## config.mk

```make
export PLATFORM = sky130hd
export DESIGN_NAME = fmr_link_ctl
export DESIGN_NICKNAME = d
export VERILOG_FILES = /design/src/design/fmr_pkg.sv /design/src/design/fmr_link_ctl.sv
export SDC_FILE = /design/constraint.sdc
export NUM_CORES = 1
export LEC_CHECK = 0
export BUFFER_PORTS_ARGS = -buffer_cell sky130_fd_sc_hd__buf_2
export CORE_MARGIN = 2
export CORE_UTILIZATION = 49
export CTS_BUF_LIST = sky130_fd_sc_hd__clkbuf_16
export DETAILED_ROUTE_END_ITERATION = 8
export PLACE_DENSITY = 0.81
export SETUP_SLACK_MARGIN = 0.4
export SLEW_MARGIN = 15
export SYNTH_ARGS = -nofsm -noshare
export SYNTH_HDL_FRONTEND = slang
export SYNTH_SLANG_ARGS = --single-unit
```

## constraint.sdc

```tcl
create_clock -name aclk -period 4.7 [get_ports aclk]
set_input_delay 1.41 -clock aclk [delete_from_list [all_inputs] [get_ports aclk]]
set_output_delay 1.41 -clock aclk [all_outputs]
set_load 0.05 [all_outputs]
```

## src/design/fmr_pkg.sv

```systemverilog
// Shared constants for the field-network master link reliability block.
package fmr_pkg;
	// Register byte offsets.
	localparam logic [7:0] OFS_CTRL = 8'h00;
	localparam logic [7:0] OFS_SBNO = 8'h04;
	localparam logic [7:0] OFS_STAT = 8'h08;
	localparam logic [7:0] OFS_ERRINV = 8'h0C;
	localparam logic [7:0] OFS_RYOUT = 8'h10;
	localparam logic [7:0] OFS_RWWOUT = 8'h14;
	localparam logic [7:0] OFS_RXIN = 8'h18;
	localparam logic [7:0] OFS_RWRIN = 8'h20;
	// Control field positions.
	localparam int CB_START = 0;
	localparam int CB_TYPE_SB = 1;
	localparam int CB_FCLR = 2;
	localparam int CB_STOPCLR = 3;
	localparam int CB_YDEV = 4;
	localparam int CB_CONT = 5;
	localparam int CB_SBCFG = 6;
	localparam int CB_DUPLEX = 7;
	localparam int CB_RECON_LO = 8;
	localparam int CB_RECON_HI = 11;
	// Status field positions.
	localparam int SB_STATE_LO = 0;
	localparam int SB_STNO_LO = 8;
	localparam int SB_CYC = 16;
	localparam int SB_STOP = 17;
	localparam int SB_DOWN = 18;
	localparam int SB_CUT_LO = 24;
	// Reset values.
	localparam logic [31:0] RST_CTRL = 32'h0000_0100;
	localparam logic [6:0] RST_SBNO = 7'h01;
	// Station number taken by whichever station controls the link.
	localparam logic [6:0] CTL_STNO = 7'h00;
	// Bus responses.
	localparam logic [1:0] RESP_OK = 2'h0;
	localparam logic [1:0] RESP_SLVERR = 2'h2;
	// Link role states.
	typedef enum logic [3:0] {
		ST_IDLE = 4'h1,
		ST_CTRL = 4'h2,
		ST_STBY = 4'h4,
		ST_OFF = 4'h8
	} fmr_state_e;
endpackage

```

## src/design/fmr_link_ctl.sv

```systemverilog
// Link reliability control: cut-off, return, stop handling and master duplexing.
// Operation
// - Faulty slaves are cut off; exchange continues with healthy stations.
// - Cut-off stations reconnect when healthy, limited by reconnection count.
// - Host operation-stopping error with continue selected keeps cyclic exchange.
// - Configured standby master overrides continue; control is handed over.
// - Faulty-station input bits are cleared or held per setting.
// - Faulty-station read registers are always held.
// - Error-invalid stations keep their input bits held regardless.
// - Output-area refresh device: outputs cleared whenever host CPU stops.
// - Other refresh device: outputs kept or cleared per stop-clear setting.
// - Inputs and register areas keep refreshing during host CPU stop.
// - Stop-clear refuses tool forced output while host CPU stopped.
// - Stop-clear also applies to direct buffer writes of output bits.
// - Master system down switches link control to the standby master.
// - Recovered former master rejoins as standby while standby controls.
// - Standby taking control changes its station number to zero.
// - Rejoining master takes the configured standby station number.
// - Controlling standby sends host-written outputs to other stations.
// - Controlling standby clears or holds faulty-station input per setting.
`timescale 1ns/10ps
`default_nettype none
module fmr_link_ctl #(
	parameter int NSTN = 4,
	parameter int BW = 8
) (
	input wire logic aclk,
	input wire logic aresetn,
	input wire logic [7:0] s_axi_awaddr,
	input wire logic s_axi_awvalid,
	output logic s_axi_awready,
	input wire logic [31:0] s_axi_wdata,
	input wire logic [3:0] s_axi_wstrb,
	input wire logic s_axi_wvalid,
	output logic s_axi_wready,
	output logic [1:0] s_axi_bresp,
	output logic s_axi_bvalid,
	input wire logic s_axi_bready,
	input wire logic [7:0] s_axi_araddr,
	input wire logic s_axi_arvalid,
	output logic s_axi_arready,
	output logic [31:0] s_axi_rdata,
	output logic [1:0] s_axi_rresp,
	output logic s_axi_rvalid,
	input wire logic s_axi_rready,
	input wire logic host_stop,
	input wire logic host_err,
	input wire logic host_down,
	input wire logic ctl_fail,
	input wire logic cyc_strobe,
	input wire logic [NSTN-1:0] stn_ok,
	input wire logic [NSTN*BW-1:0] rx_in,
	input wire logic [NSTN*16-1:0] rwr_in,
	input wire logic force_req,
	input wire logic [NSTN*BW-1:0] force_data,
	output logic force_refused,
	output logic link_ctl,
	output logic cyc_active,
	output logic [6:0] stn_no,
	output logic [NSTN-1:0] cut_mask,
	output logic [NSTN*BW-1:0] remote_output_bits,
	output logic [31:0] remote_write_registers
);
	////////////////////////////////////////////////////////////////////////////
	// Host status pins come from another domain, so each passes two flops.
	logic [2:0] hs1_r, hs2_r;
	always_ff @(posedge aclk) begin
		if (!aresetn) begin
			hs1_r <= 3'h0;
			hs2_r <= 3'h0;
		end else begin
			hs1_r <= {host_down, host_err, host_stop};
			hs2_r <= hs1_r;
		end
	end
	wire cpu_stop = hs2_r[0] | hs2_r[1];
	wire cpu_err = hs2_r[1];
	wire sys_down = hs2_r[2];

	////////////////////////////////////////////////////////////////////////////
	// Register file.
	logic [31:0] ctrl_r, ry_r, rww_r;
	logic [6:0] sbno_r;
	logic [NSTN-1:0] errinv_r;
	logic [NSTN*BW-1:0] rx_r;
	logic [15:0] rwr_r [NSTN];
	logic [NSTN-1:0] cut_r;
	fmr_pkg::fmr_state_e state_r, state_nxt;
	logic [6:0] stn_r, stn_nxt;

	wire c_start = ctrl_r[fmr_pkg::CB_START];
	wire c_type_sb = ctrl_r[fmr_pkg::CB_TYPE_SB];
	wire c_fclr = ctrl_r[fmr_pkg::CB_FCLR];
	wire c_stopclr = ctrl_r[fmr_pkg::CB_STOPCLR];
	wire c_ydev = ctrl_r[fmr_pkg::CB_YDEV];
	wire c_cont = ctrl_r[fmr_pkg::CB_CONT];
	wire c_sbcfg = ctrl_r[fmr_pkg::CB_SBCFG];
	wire c_duplex = ctrl_r[fmr_pkg::CB_DUPLEX];
	wire [3:0] c_recon = ctrl_r[fmr_pkg::CB_RECON_HI:fmr_pkg::CB_RECON_LO];

	////////////////////////////////////////////////////////////////////////////
	// AXI4-Lite write channel; address and data may arrive in either order.
	logic aw_full_r, w_full_r, bvalid_r;
	logic [7:0] awaddr_r;
	logic [31:0] wdata_r;
	logic [3:0] wstrb_r;
	logic [1:0] bresp_r;

	assign s_axi_awready = !aw_full_r && !bvalid_r;
	assign s_axi_wready = !w_full_r && !bvalid_r;
	assign s_axi_bvalid = bvalid_r;
	assign s_axi_bresp = bresp_r;

	wire wr_go = aw_full_r && w_full_r && !bvalid_r;
	wire wr_ctrl = wr_go && awaddr_r == fmr_pkg::OFS_CTRL;
	wire wr_sbno = wr_go && awaddr_r == fmr_pkg::OFS_SBNO;
	wire wr_einv = wr_go && awaddr_r == fmr_pkg::OFS_ERRINV;
	wire wr_ry = wr_go && awaddr_r == fmr_pkg::OFS_RYOUT;
	wire wr_rww = wr_go && awaddr_r == fmr_pkg::OFS_RWWOUT;
	wire wr_ok = wr_ctrl | wr_sbno | wr_einv | wr_ry | wr_rww;

	// Byte-lane merge used by the control, output-bit and write-register registers.
	function automatic logic [31:0] merge(input logic [31:0] old, input logic [31:0] d,
		input logic [3:0] be);
		logic [31:0] m;
		m = old;
		for (int b = 0; b < 4; b++) begin
			if (be[b]) begin
				m[b*8 +: 8] = d[b*8 +: 8];
			end
		end
		return m;
	endfunction

	always_ff @(posedge aclk) begin
		if (!aresetn) begin
			aw_full_r <= 1'b0;
			w_full_r <= 1'b0;
			bvalid_r <= 1'b0;
			awaddr_r <= 8'h00;
			wdata_r <= 32'h0000_0000;
			wstrb_r <= 4'h0;
			bresp_r <= fmr_pkg::RESP_OK;
		end else begin
			if (s_axi_awvalid && s_axi_awready) begin
				aw_full_r <= 1'b1;
				awaddr_r <= {s_axi_awaddr[7:2], 2'b00};
			end
			if (s_axi_wvalid && s_axi_wready) begin
				w_full_r <= 1'b1;
				wdata_r <= s_axi_wdata;
				wstrb_r <= s_axi_wstrb;
			end
			if (wr_go) begin
				aw_full_r <= 1'b0;
				w_full_r <= 1'b0;
				bvalid_r <= 1'b1;
				bresp_r <= wr_ok ? fmr_pkg::RESP_OK : fmr_pkg::RESP_SLVERR;
			end else if (bvalid_r && s_axi_bready) begin
				bvalid_r <= 1'b0;
			end
		end
	end

	////////////////////////////////////////////////////////////////////////////
	// Forced output from the tool is refused while stopped with stop-clear.
	wire force_block = cpu_stop && c_stopclr;
	wire force_take = force_req && !force_block && !wr_ry;

	// Software registers. A bus write to the output bits wins over a force
	// in the same cycle, which is then dropped rather than queued.
	always_ff @(posedge aclk) begin
		if (!aresetn) begin
			ctrl_r <= fmr_pkg::RST_CTRL;
			sbno_r <= fmr_pkg::RST_SBNO;
			errinv_r <= '0;
			ry_r <= 32'h0000_0000;
			rww_r <= 32'h0000_0000;
			force_refused <= 1'b0;
		end else begin
			force_refused <= force_req && force_block;
			if (wr_ctrl) begin
				ctrl_r <= merge(ctrl_r, wdata_r, wstrb_r);
			end
			if (wr_sbno && wstrb_r[0]) begin
				sbno_r <= wdata_r[6:0];
			end
			if (wr_einv && wstrb_r[0]) begin
				errinv_r <= wdata_r[NSTN-1:0];
			end
			if (wr_ry) begin
				ry_r <= merge(ry_r, wdata_r, wstrb_r);
			end else if (force_take) begin
				ry_r <= 32'(force_data);
			end
			if (wr_rww) begin
				rww_r <= merge(rww_r, wdata_r, wstrb_r);
			end
		end
	end

	////////////////////////////////////////////////////////////////////////////
	// AXI4-Lite read channel: one read at a time, answer one cycle after ARVALID.
	logic rvalid_r;
	logic [31:0] rdata_r;
	logic [1:0] rresp_r;
	assign s_axi_arready = !rvalid_r;
	assign s_axi_rvalid = rvalid_r;
	assign s_axi_rdata = rdata_r;
	assign s_axi_rresp = rresp_r;

	wire [7:0] ra = {s_axi_araddr[7:2], 2'b00};
	wire [5:0] ra_idx = ra[7:2] - fmr_pkg::OFS_RWRIN[7:2];
	wire ra_rwr = ra >= fmr_pkg::OFS_RWRIN && ra_idx < 6'(NSTN);
	wire [31:0] stat_w = {(8 - NSTN)'(0), cut_r, 5'h00, sys_down, cpu_stop, link_ctl,
		1'b0, stn_r, 4'h0, state_r};
	logic [31:0] rd_mux;
	logic rd_hit;
	always_comb begin
		rd_hit = 1'b1;
		rd_mux = 32'h0000_0000;
		case (ra)
			fmr_pkg::OFS_CTRL: rd_mux = ctrl_r;
			fmr_pkg::OFS_SBNO: rd_mux = {25'h0, sbno_r};
			fmr_pkg::OFS_STAT: rd_mux = stat_w;
			fmr_pkg::OFS_ERRINV: rd_mux = 32'(errinv_r);
			fmr_pkg::OFS_RYOUT: rd_mux = ry_r;
			fmr_pkg::OFS_RWWOUT: rd_mux = rww_r;
			fmr_pkg::OFS_RXIN: rd_mux = 32'(rx_r);
			default: begin
				rd_hit = ra_rwr;
				rd_mux = ra_rwr ? {16'h0, rwr_r[ra_idx[$clog2(NSTN)-1:0]]} : 32'h0;
			end
		endcase
	end

	always_ff @(posedge aclk) begin
		if (!aresetn) begin
			rvalid_r <= 1'b0;
			rdata_r <= 32'h0000_0000;
			rresp_r <= fmr_pkg::RESP_OK;
		end else if (s_axi_arvalid && !rvalid_r) begin
			rvalid_r <= 1'b1;
			rdata_r <= rd_mux;
			rresp_r <= rd_hit ? fmr_pkg::RESP_OK : fmr_pkg::RESP_SLVERR;
		end else if (rvalid_r && s_axi_rready) begin
			rvalid_r <= 1'b0;
		end
	end

	////////////////////////////////////////////////////////////////////////////
	// Link role. A host error hands control to a configured standby
	// even with continue selected; without a standby, continue keeps the link; system down always drops it.
	wire lose_ctl = sys_down || (cpu_err && (c_sbcfg || !c_cont));
	always_comb begin
		state_nxt = state_r;
		stn_nxt = stn_r;
		case (state_r)
			fmr_pkg::ST_IDLE: begin
				if (c_start) begin
					state_nxt = c_type_sb ? fmr_pkg::ST_STBY : fmr_pkg::ST_CTRL;
					stn_nxt = c_type_sb ? sbno_r : fmr_pkg::CTL_STNO;
				end
			end
			fmr_pkg::ST_CTRL: begin
				if (lose_ctl) begin
					state_nxt = fmr_pkg::ST_OFF;
				end
			end
			fmr_pkg::ST_STBY: begin
				if (ctl_fail && !sys_down && !cpu_err) begin
					state_nxt = fmr_pkg::ST_CTRL;
					stn_nxt = fmr_pkg::CTL_STNO;
				end else if (sys_down) begin
					state_nxt = fmr_pkg::ST_OFF;
				end
			end
			fmr_pkg::ST_OFF: begin
				if (!sys_down && !cpu_err && c_duplex) begin
					state_nxt = fmr_pkg::ST_STBY;
					stn_nxt = sbno_r;
				end
			end
			default: begin
				state_nxt = fmr_pkg::ST_IDLE;
			end
		endcase
	end

	always_ff @(posedge aclk) begin
		if (!aresetn) begin
			state_r <= fmr_pkg::ST_IDLE;
			stn_r <= fmr_pkg::CTL_STNO;
		end else begin
			state_r <= state_nxt;
			stn_r <= stn_nxt;
		end
	end
	assign link_ctl = state_r == fmr_pkg::ST_CTRL;
	assign cyc_active = link_ctl || state_r == fmr_pkg::ST_STBY;
	assign stn_no = stn_r;

	////////////////////////////////////////////////////////////////////////////
	// Cut-off and return. Faulty stations drop out at once; recovered ones
	// return lowest first, at most c_recon per cycle so a flapping segment
	// cannot flood one link scan with reconnections.
	logic [NSTN-1:0] cut_nxt;
	logic [4:0] recon_used;
	always_comb begin
		cut_nxt = cut_r;
		recon_used = 5'h00;
		for (int i = 0; i < NSTN; i++) begin
			if (!stn_ok[i]) begin
				cut_nxt[i] = 1'b1;
			end else if (cut_r[i] && recon_used < {1'b0, c_recon}) begin
				cut_nxt[i] = 1'b0;
				recon_used = recon_used + 5'h01;
			end
		end
	end

	// Receive areas refresh on every cycle strobe, host stop or not.
	always_ff @(posedge aclk) begin
		if (!aresetn) begin
			cut_r <= '0;
			rx_r <= '0;
			for (int i = 0; i < NSTN; i++) begin
				rwr_r[i] <= 16'h0000;
			end
		end else if (cyc_strobe) begin
			cut_r <= cut_nxt;
			for (int i = 0; i < NSTN; i++) begin
				if (!cut_nxt[i]) begin
					rx_r[i*BW +: BW] <= rx_in[i*BW +: BW];
					rwr_r[i] <= rwr_in[i*16 +: 16];
				end else if (c_fclr && !errinv_r[i]) begin
					rx_r[i*BW +: BW] <= '0;
				end
			end
		end
	end
	assign cut_mask = cut_r;

	////////////////////////////////////////////////////////////////////////////
	// Send areas. Whichever station controls the link sends what the host
	// wrote; the stop-clear also covers direct buffer writes.
	wire ry_clear = cpu_stop && (c_ydev || c_stopclr);
	always_ff @(posedge aclk) begin
		if (!aresetn) begin
			remote_output_bits <= '0;
			remote_write_registers <= 32'h0000_0000;
		end else begin
			remote_output_bits <= ry_clear ? '0 : ry_r[NSTN*BW-1:0];
			remote_write_registers <= rww_r;
		end
	end

	////////////////////////////////////////////////////////////////////////////
	// Checks.
	AST_CUTOFF: assert property (@(posedge aclk) disable iff (!aresetn)
		cyc_strobe && !stn_ok[0] |=> cut_mask[0])
		else $error("Faulty station not cut off.");
	AST_RETURN: assert property (@(posedge aclk) disable iff (!aresetn)
		cyc_strobe && stn_ok[1] && cut_r[1] && !cut_r[0] && c_recon != 4'h0 |=> !cut_mask[1])
		else $error("Recovered station not reconnected.");
	AST_CONT: assert property (@(posedge aclk) disable iff (!aresetn)
		link_ctl && cpu_err && !sys_down && c_cont && !c_sbcfg |=> link_ctl)
		else $error("Link dropped despite continue setting.");
	AST_HANDOVER: assert property (@(posedge aclk) disable iff (!aresetn)
		link_ctl && cpu_err && c_sbcfg |=> !link_ctl)
		else $error("Control kept although a standby is configured.");
	AST_HOLD_RWR: assert property (@(posedge aclk) disable iff (!aresetn)
		cyc_strobe && cut_nxt[0] |=> $stable(rwr_r[0]))
		else $error("Faulty station read register changed.");
	AST_RX_CLR: assert property (@(posedge aclk) disable iff (!aresetn)
		cyc_strobe && cut_nxt[0] && c_fclr && !errinv_r[0] |=> rx_r[BW-1:0] == '0)
		else $error("Faulty station input bits not cleared.");
	AST_ERRINV: assert property (@(posedge aclk) disable iff (!aresetn)
		cyc_strobe && cut_nxt[1] && errinv_r[1] |=> $stable(rx_r[BW +: BW]))
		else $error("Error-invalid station input bits changed.");
	AST_YCLR: assert property (@(posedge aclk) disable iff (!aresetn)
		cpu_stop && c_ydev |=> remote_output_bits == '0)
		else $error("Output bits not cleared at host stop.");
	AST_REFRESH: assert property (@(posedge aclk) disable iff (!aresetn)
		cpu_stop && !c_ydev && !c_stopclr |=> remote_output_bits == $past(ry_r[NSTN*BW-1:0]))
		else $error("Output bits not refreshed at host stop.");
	AST_REFUSE: assert property (@(posedge aclk) disable iff (!aresetn)
		force_req && cpu_stop && c_stopclr && !wr_ry |=> force_refused && $stable(ry_r))
		else $error("Forced output accepted while stopped.");
	AST_TAKEOVER: assert property (@(posedge aclk) disable iff (!aresetn)
		state_r == fmr_pkg::ST_STBY && ctl_fail && !sys_down && !cpu_err
		|=> link_ctl && stn_no == fmr_pkg::CTL_STNO)
		else $error("Standby did not take control with station zero.");
	AST_REJOIN: assert property (@(posedge aclk) disable iff (!aresetn)
		state_r == fmr_pkg::ST_OFF && !sys_down && !cpu_err && c_duplex
		|=> state_r == fmr_pkg::ST_STBY && stn_no == $past(sbno_r))
		else $error("Former master did not rejoin as standby.");
endmodule
`default_nettype wire

```

==> run_results.csv <==
group,metric,value,unit
status,status,"completed",
grt,grt_max_degree,78,
grt,grt_pass1_wl,68600,µm
die,die_y,177,µm
clocking,cts_buffers,38,
route,via_count,13000,
clocking,clockRootBuffer,"clkbuf_16",
timing,grt_setup_unrepaired,"no",
layout,post-route-util,59.6,%
layout,fill_cells,2486,
die,start_util,49.5,%
grt,first_global_vias,12100,
layout,post-route-cell-area,17600,µm²
timing,worst_slew_pin_slew,1.10,ns
die,ioPinCount,316,
layout,multi_input_area,6040,µm²
worst_setup_path,criticalPathCategory,"in2reg",
worst_setup_path,crit_required,4.96,ns
pwr,ir_worst_vdd,274,µV
layout,layout.area.seq,8030,µm²
clocking,clk_latency,0.53,ns
synth,ys_seq_area_share,54.8,%
timing,hold_slack,0.433,ns
route,drc,0,
route,firstDrtPassIters,6,
place,dp_hpwl,33000,µm
clocking,htreeDepth,2,
pwr,power_density,400,nW/µm²
place,gp_congestion,0.948,
synth,synth.cell_area,14600,µm²
place,io_buffers,309,
route,drt_iter0_drc,1602,
die,core,29600,µm²
route,route.antenna.remaining_nets,0,
synth,syn_avg_cell_area,9.78,µm²
synth,synthCells,1497,
synth,yosysWarnings,0,
clocking,clockBufferDepth,3,
timing,setup_tns,0,ns
layout,syn2layout_area_growth,20.4,%
pwr,p_leak,7.48,nW
die,dieWidth,177,µm
flow_run,cap_violations,0,
worst_setup_path,timing.rr.start,"ctrl_r[8]$_SDFFE_PN1P_",
worst_setup_path,critical_path_peak_fanout,16,
grt,grt_use_total,28.8,%
worst_setup_path,cp-start-kind,"input port",
synth,synth.distinct_cells,65,
clocking,clock-sinks,369,
timing,setup_viol,0,
timing,max_freq,247,MHz
route,finalWirelength,46300,µm
die,row_count,63,
worst_setup_path,critPathLaunch,"stn_ok[0]",
timing,skew,0.0196,ns
clocking,clk_pin_slew,0.06,ns
worst_setup_path,end_kind,"flop",
worst_setup_path,arrival,4.31,ns
clocking,cts_hold_repair.buffers,0,
layout,final_cells,2191,
timing,relSlewSlack,26.3,%
min_path,hold_start,"hs1_r[1]$_SDFF_PN0_",
layout,fin_nets,1964,
timing,slew_violations,0,
place,placed_cell_area,16400,µm²
synth,ys_async_sr_fraction,0,%
timing,finalCriticalPeriod,4.04,ns
place,dp.cells,2111,
clocking,cts-resized-gates,0,
min_path,hold_path.class,"reg2reg",
grt,antenna_found_initial,12,
route,drt-wirelength-per-cell,21.1,µm
clocking,cts_setup_buffers,0,
timing,finalHoldViolCount,0,
grt,overflow,0,
route,viasPerCell,5.91,
die,die_area,31300,µm²
synth,synth_seq_cells,369,
synth,synthFlopType,"dfxtp_1",
clocking,cts_tree,"done",
synth,synth-edff-count,64,
timing,min_period_over_period,86.1,%
worst_setup_path,rrSetupSlack,0.94,ns
layout,layout-drive-gt1-share,24.9,%
logic make-up after synthesis:
| logic type | synth area share, % |
|---|---|
| AOI/OAI and AO/OA | 15.9 |
| xor gates and xnor gates | 0.120 |
| adders and majority gates | 0.513 |
| buffers and inverters | 4.19 |
| DFF | 54.8 |
| muxes | 5.85 |
| other | 0.0256 |
| and+or+nand+nor | 18.6 |
flip-flops by register name, indices dropped and copies added (netlist names), 3 cells and up:
register,cells
sbno_r,7
remote_write_registers,32
rx_r,32
s_axi_rdata,32
remote_output_bits,32
wstrb_r,4
stn_no,7
rwr_r,64
hs1_r,3
rww_r,32
wdata_r,32
ctrl_r,32
state_r,4
errinv_r,4
hs2_r,3
awaddr_r,6
cut_mask,4
ry_r,32
cell type report:
type                       instances  share of cell area (%)
antenna                           12                   0.170
clock buffer                      39                    5.54
clock inverter                    29                    1.09
timing repair buffer             330                    9.68
sequential                       369                    45.5
inverter                          43                   0.930
tap                              390                    2.77
multi-input combinational        979                    34.3
worst paths after layout:
kind | cells past startpoint | endpoint
hold reg to reg | 1 | hs2_r[1]$_SDFF_PN0_
setup reg to reg | 15 | rwr_r[3][8]$_SDFFCE_PN0P_
hold / removal | 1 | hs2_r[1]$_SDFF_PN0_
setup / recovery | 17 | rwr_r[3][8]$_SDFFCE_PN0P_
worst max-delay path, cell delays in order:
cell and delay (ns):
buf_2 0.13, a21boi_0 0.12, nor2_1 0.12, nor2_1 0.05, ha_1 0.17, and2_1 0.19, ha_1 0.23, a21oi_2 0.14
inv_1 0.05, a31oi_1 0.20, mux2_2 0.36, ha_1 0.27, nand2_1 0.04, nor3_1 0.26, a21oi_2 0.14, buf_4 0.22
and3_1 0.20
cell usage after synthesis (15+ instances only):
| cell type | instances | area (µm²) |
|---|---|---|
| a21oi_1 | 130 | 651 |
| a22o_1 | 26 | 228 |
| a22oi_1 | 63 | 473 |
| and2_1 | 73 | 457 |
| and3_1 | 63 | 394 |
| buf_2 | 25 | 125 |
| clkbuf_1 | 68 | 255 |
| dfxtp_1 | 305 | 6110 |
| edfxtp_1 | 64 | 1920 |
| inv_1 | 42 | 158 |
| mux2_2 | 15 | 169 |
| mux2i_1 | 17 | 170 |
| mux4_2 | 23 | 518 |
| nand2_1 | 257 | 965 |
| nand3_1 | 81 | 405 |
| nor2_1 | 31 | 116 |
| o21ai_0 | 69 | 345 |
placed cells by master (no fill, tap or decap), drive strengths merged, types with 56 or more instances in the layout:
cell type,instances
edfxtp,64
and3,63
and2,74
dfxtp,305
a22oi,63
nand3,81
nand2,257
buf,330
o21ai,69
a21oi,130
inv,56
per-layer routing:
layer | share of wire [%] | track usage, %
met1 | 38 | 37.0
met2 | 45 | 45.3
met3 | 9.4 | 4.77
met4 | 6.7 | 17.9
met5 | 0 | 0
where the power goes:
group / total (W) / internal, W / switching (W)
logic: 0.000751 / 0.000275 / 0.000476
registers: 0.00344 / 0.00334 / 0.0000982
clock network: 0.00285 / 0.00162 / 0.00124
total: 0.00704 / 0.00523 / 0.00181
metrics by stage:
stage | setup slack, ns | power, W
CTS | 0.747 | 0.00705
global placement | 0.252 | 0.00421
global route | 0.431 | 0.00724
finish | 0.656 | 0.00704
detailed placement | 0.220 | 0.00424
floorplan | 0.416 | 0.00397
Note: power is estimated with default switching activity, not from simulation.
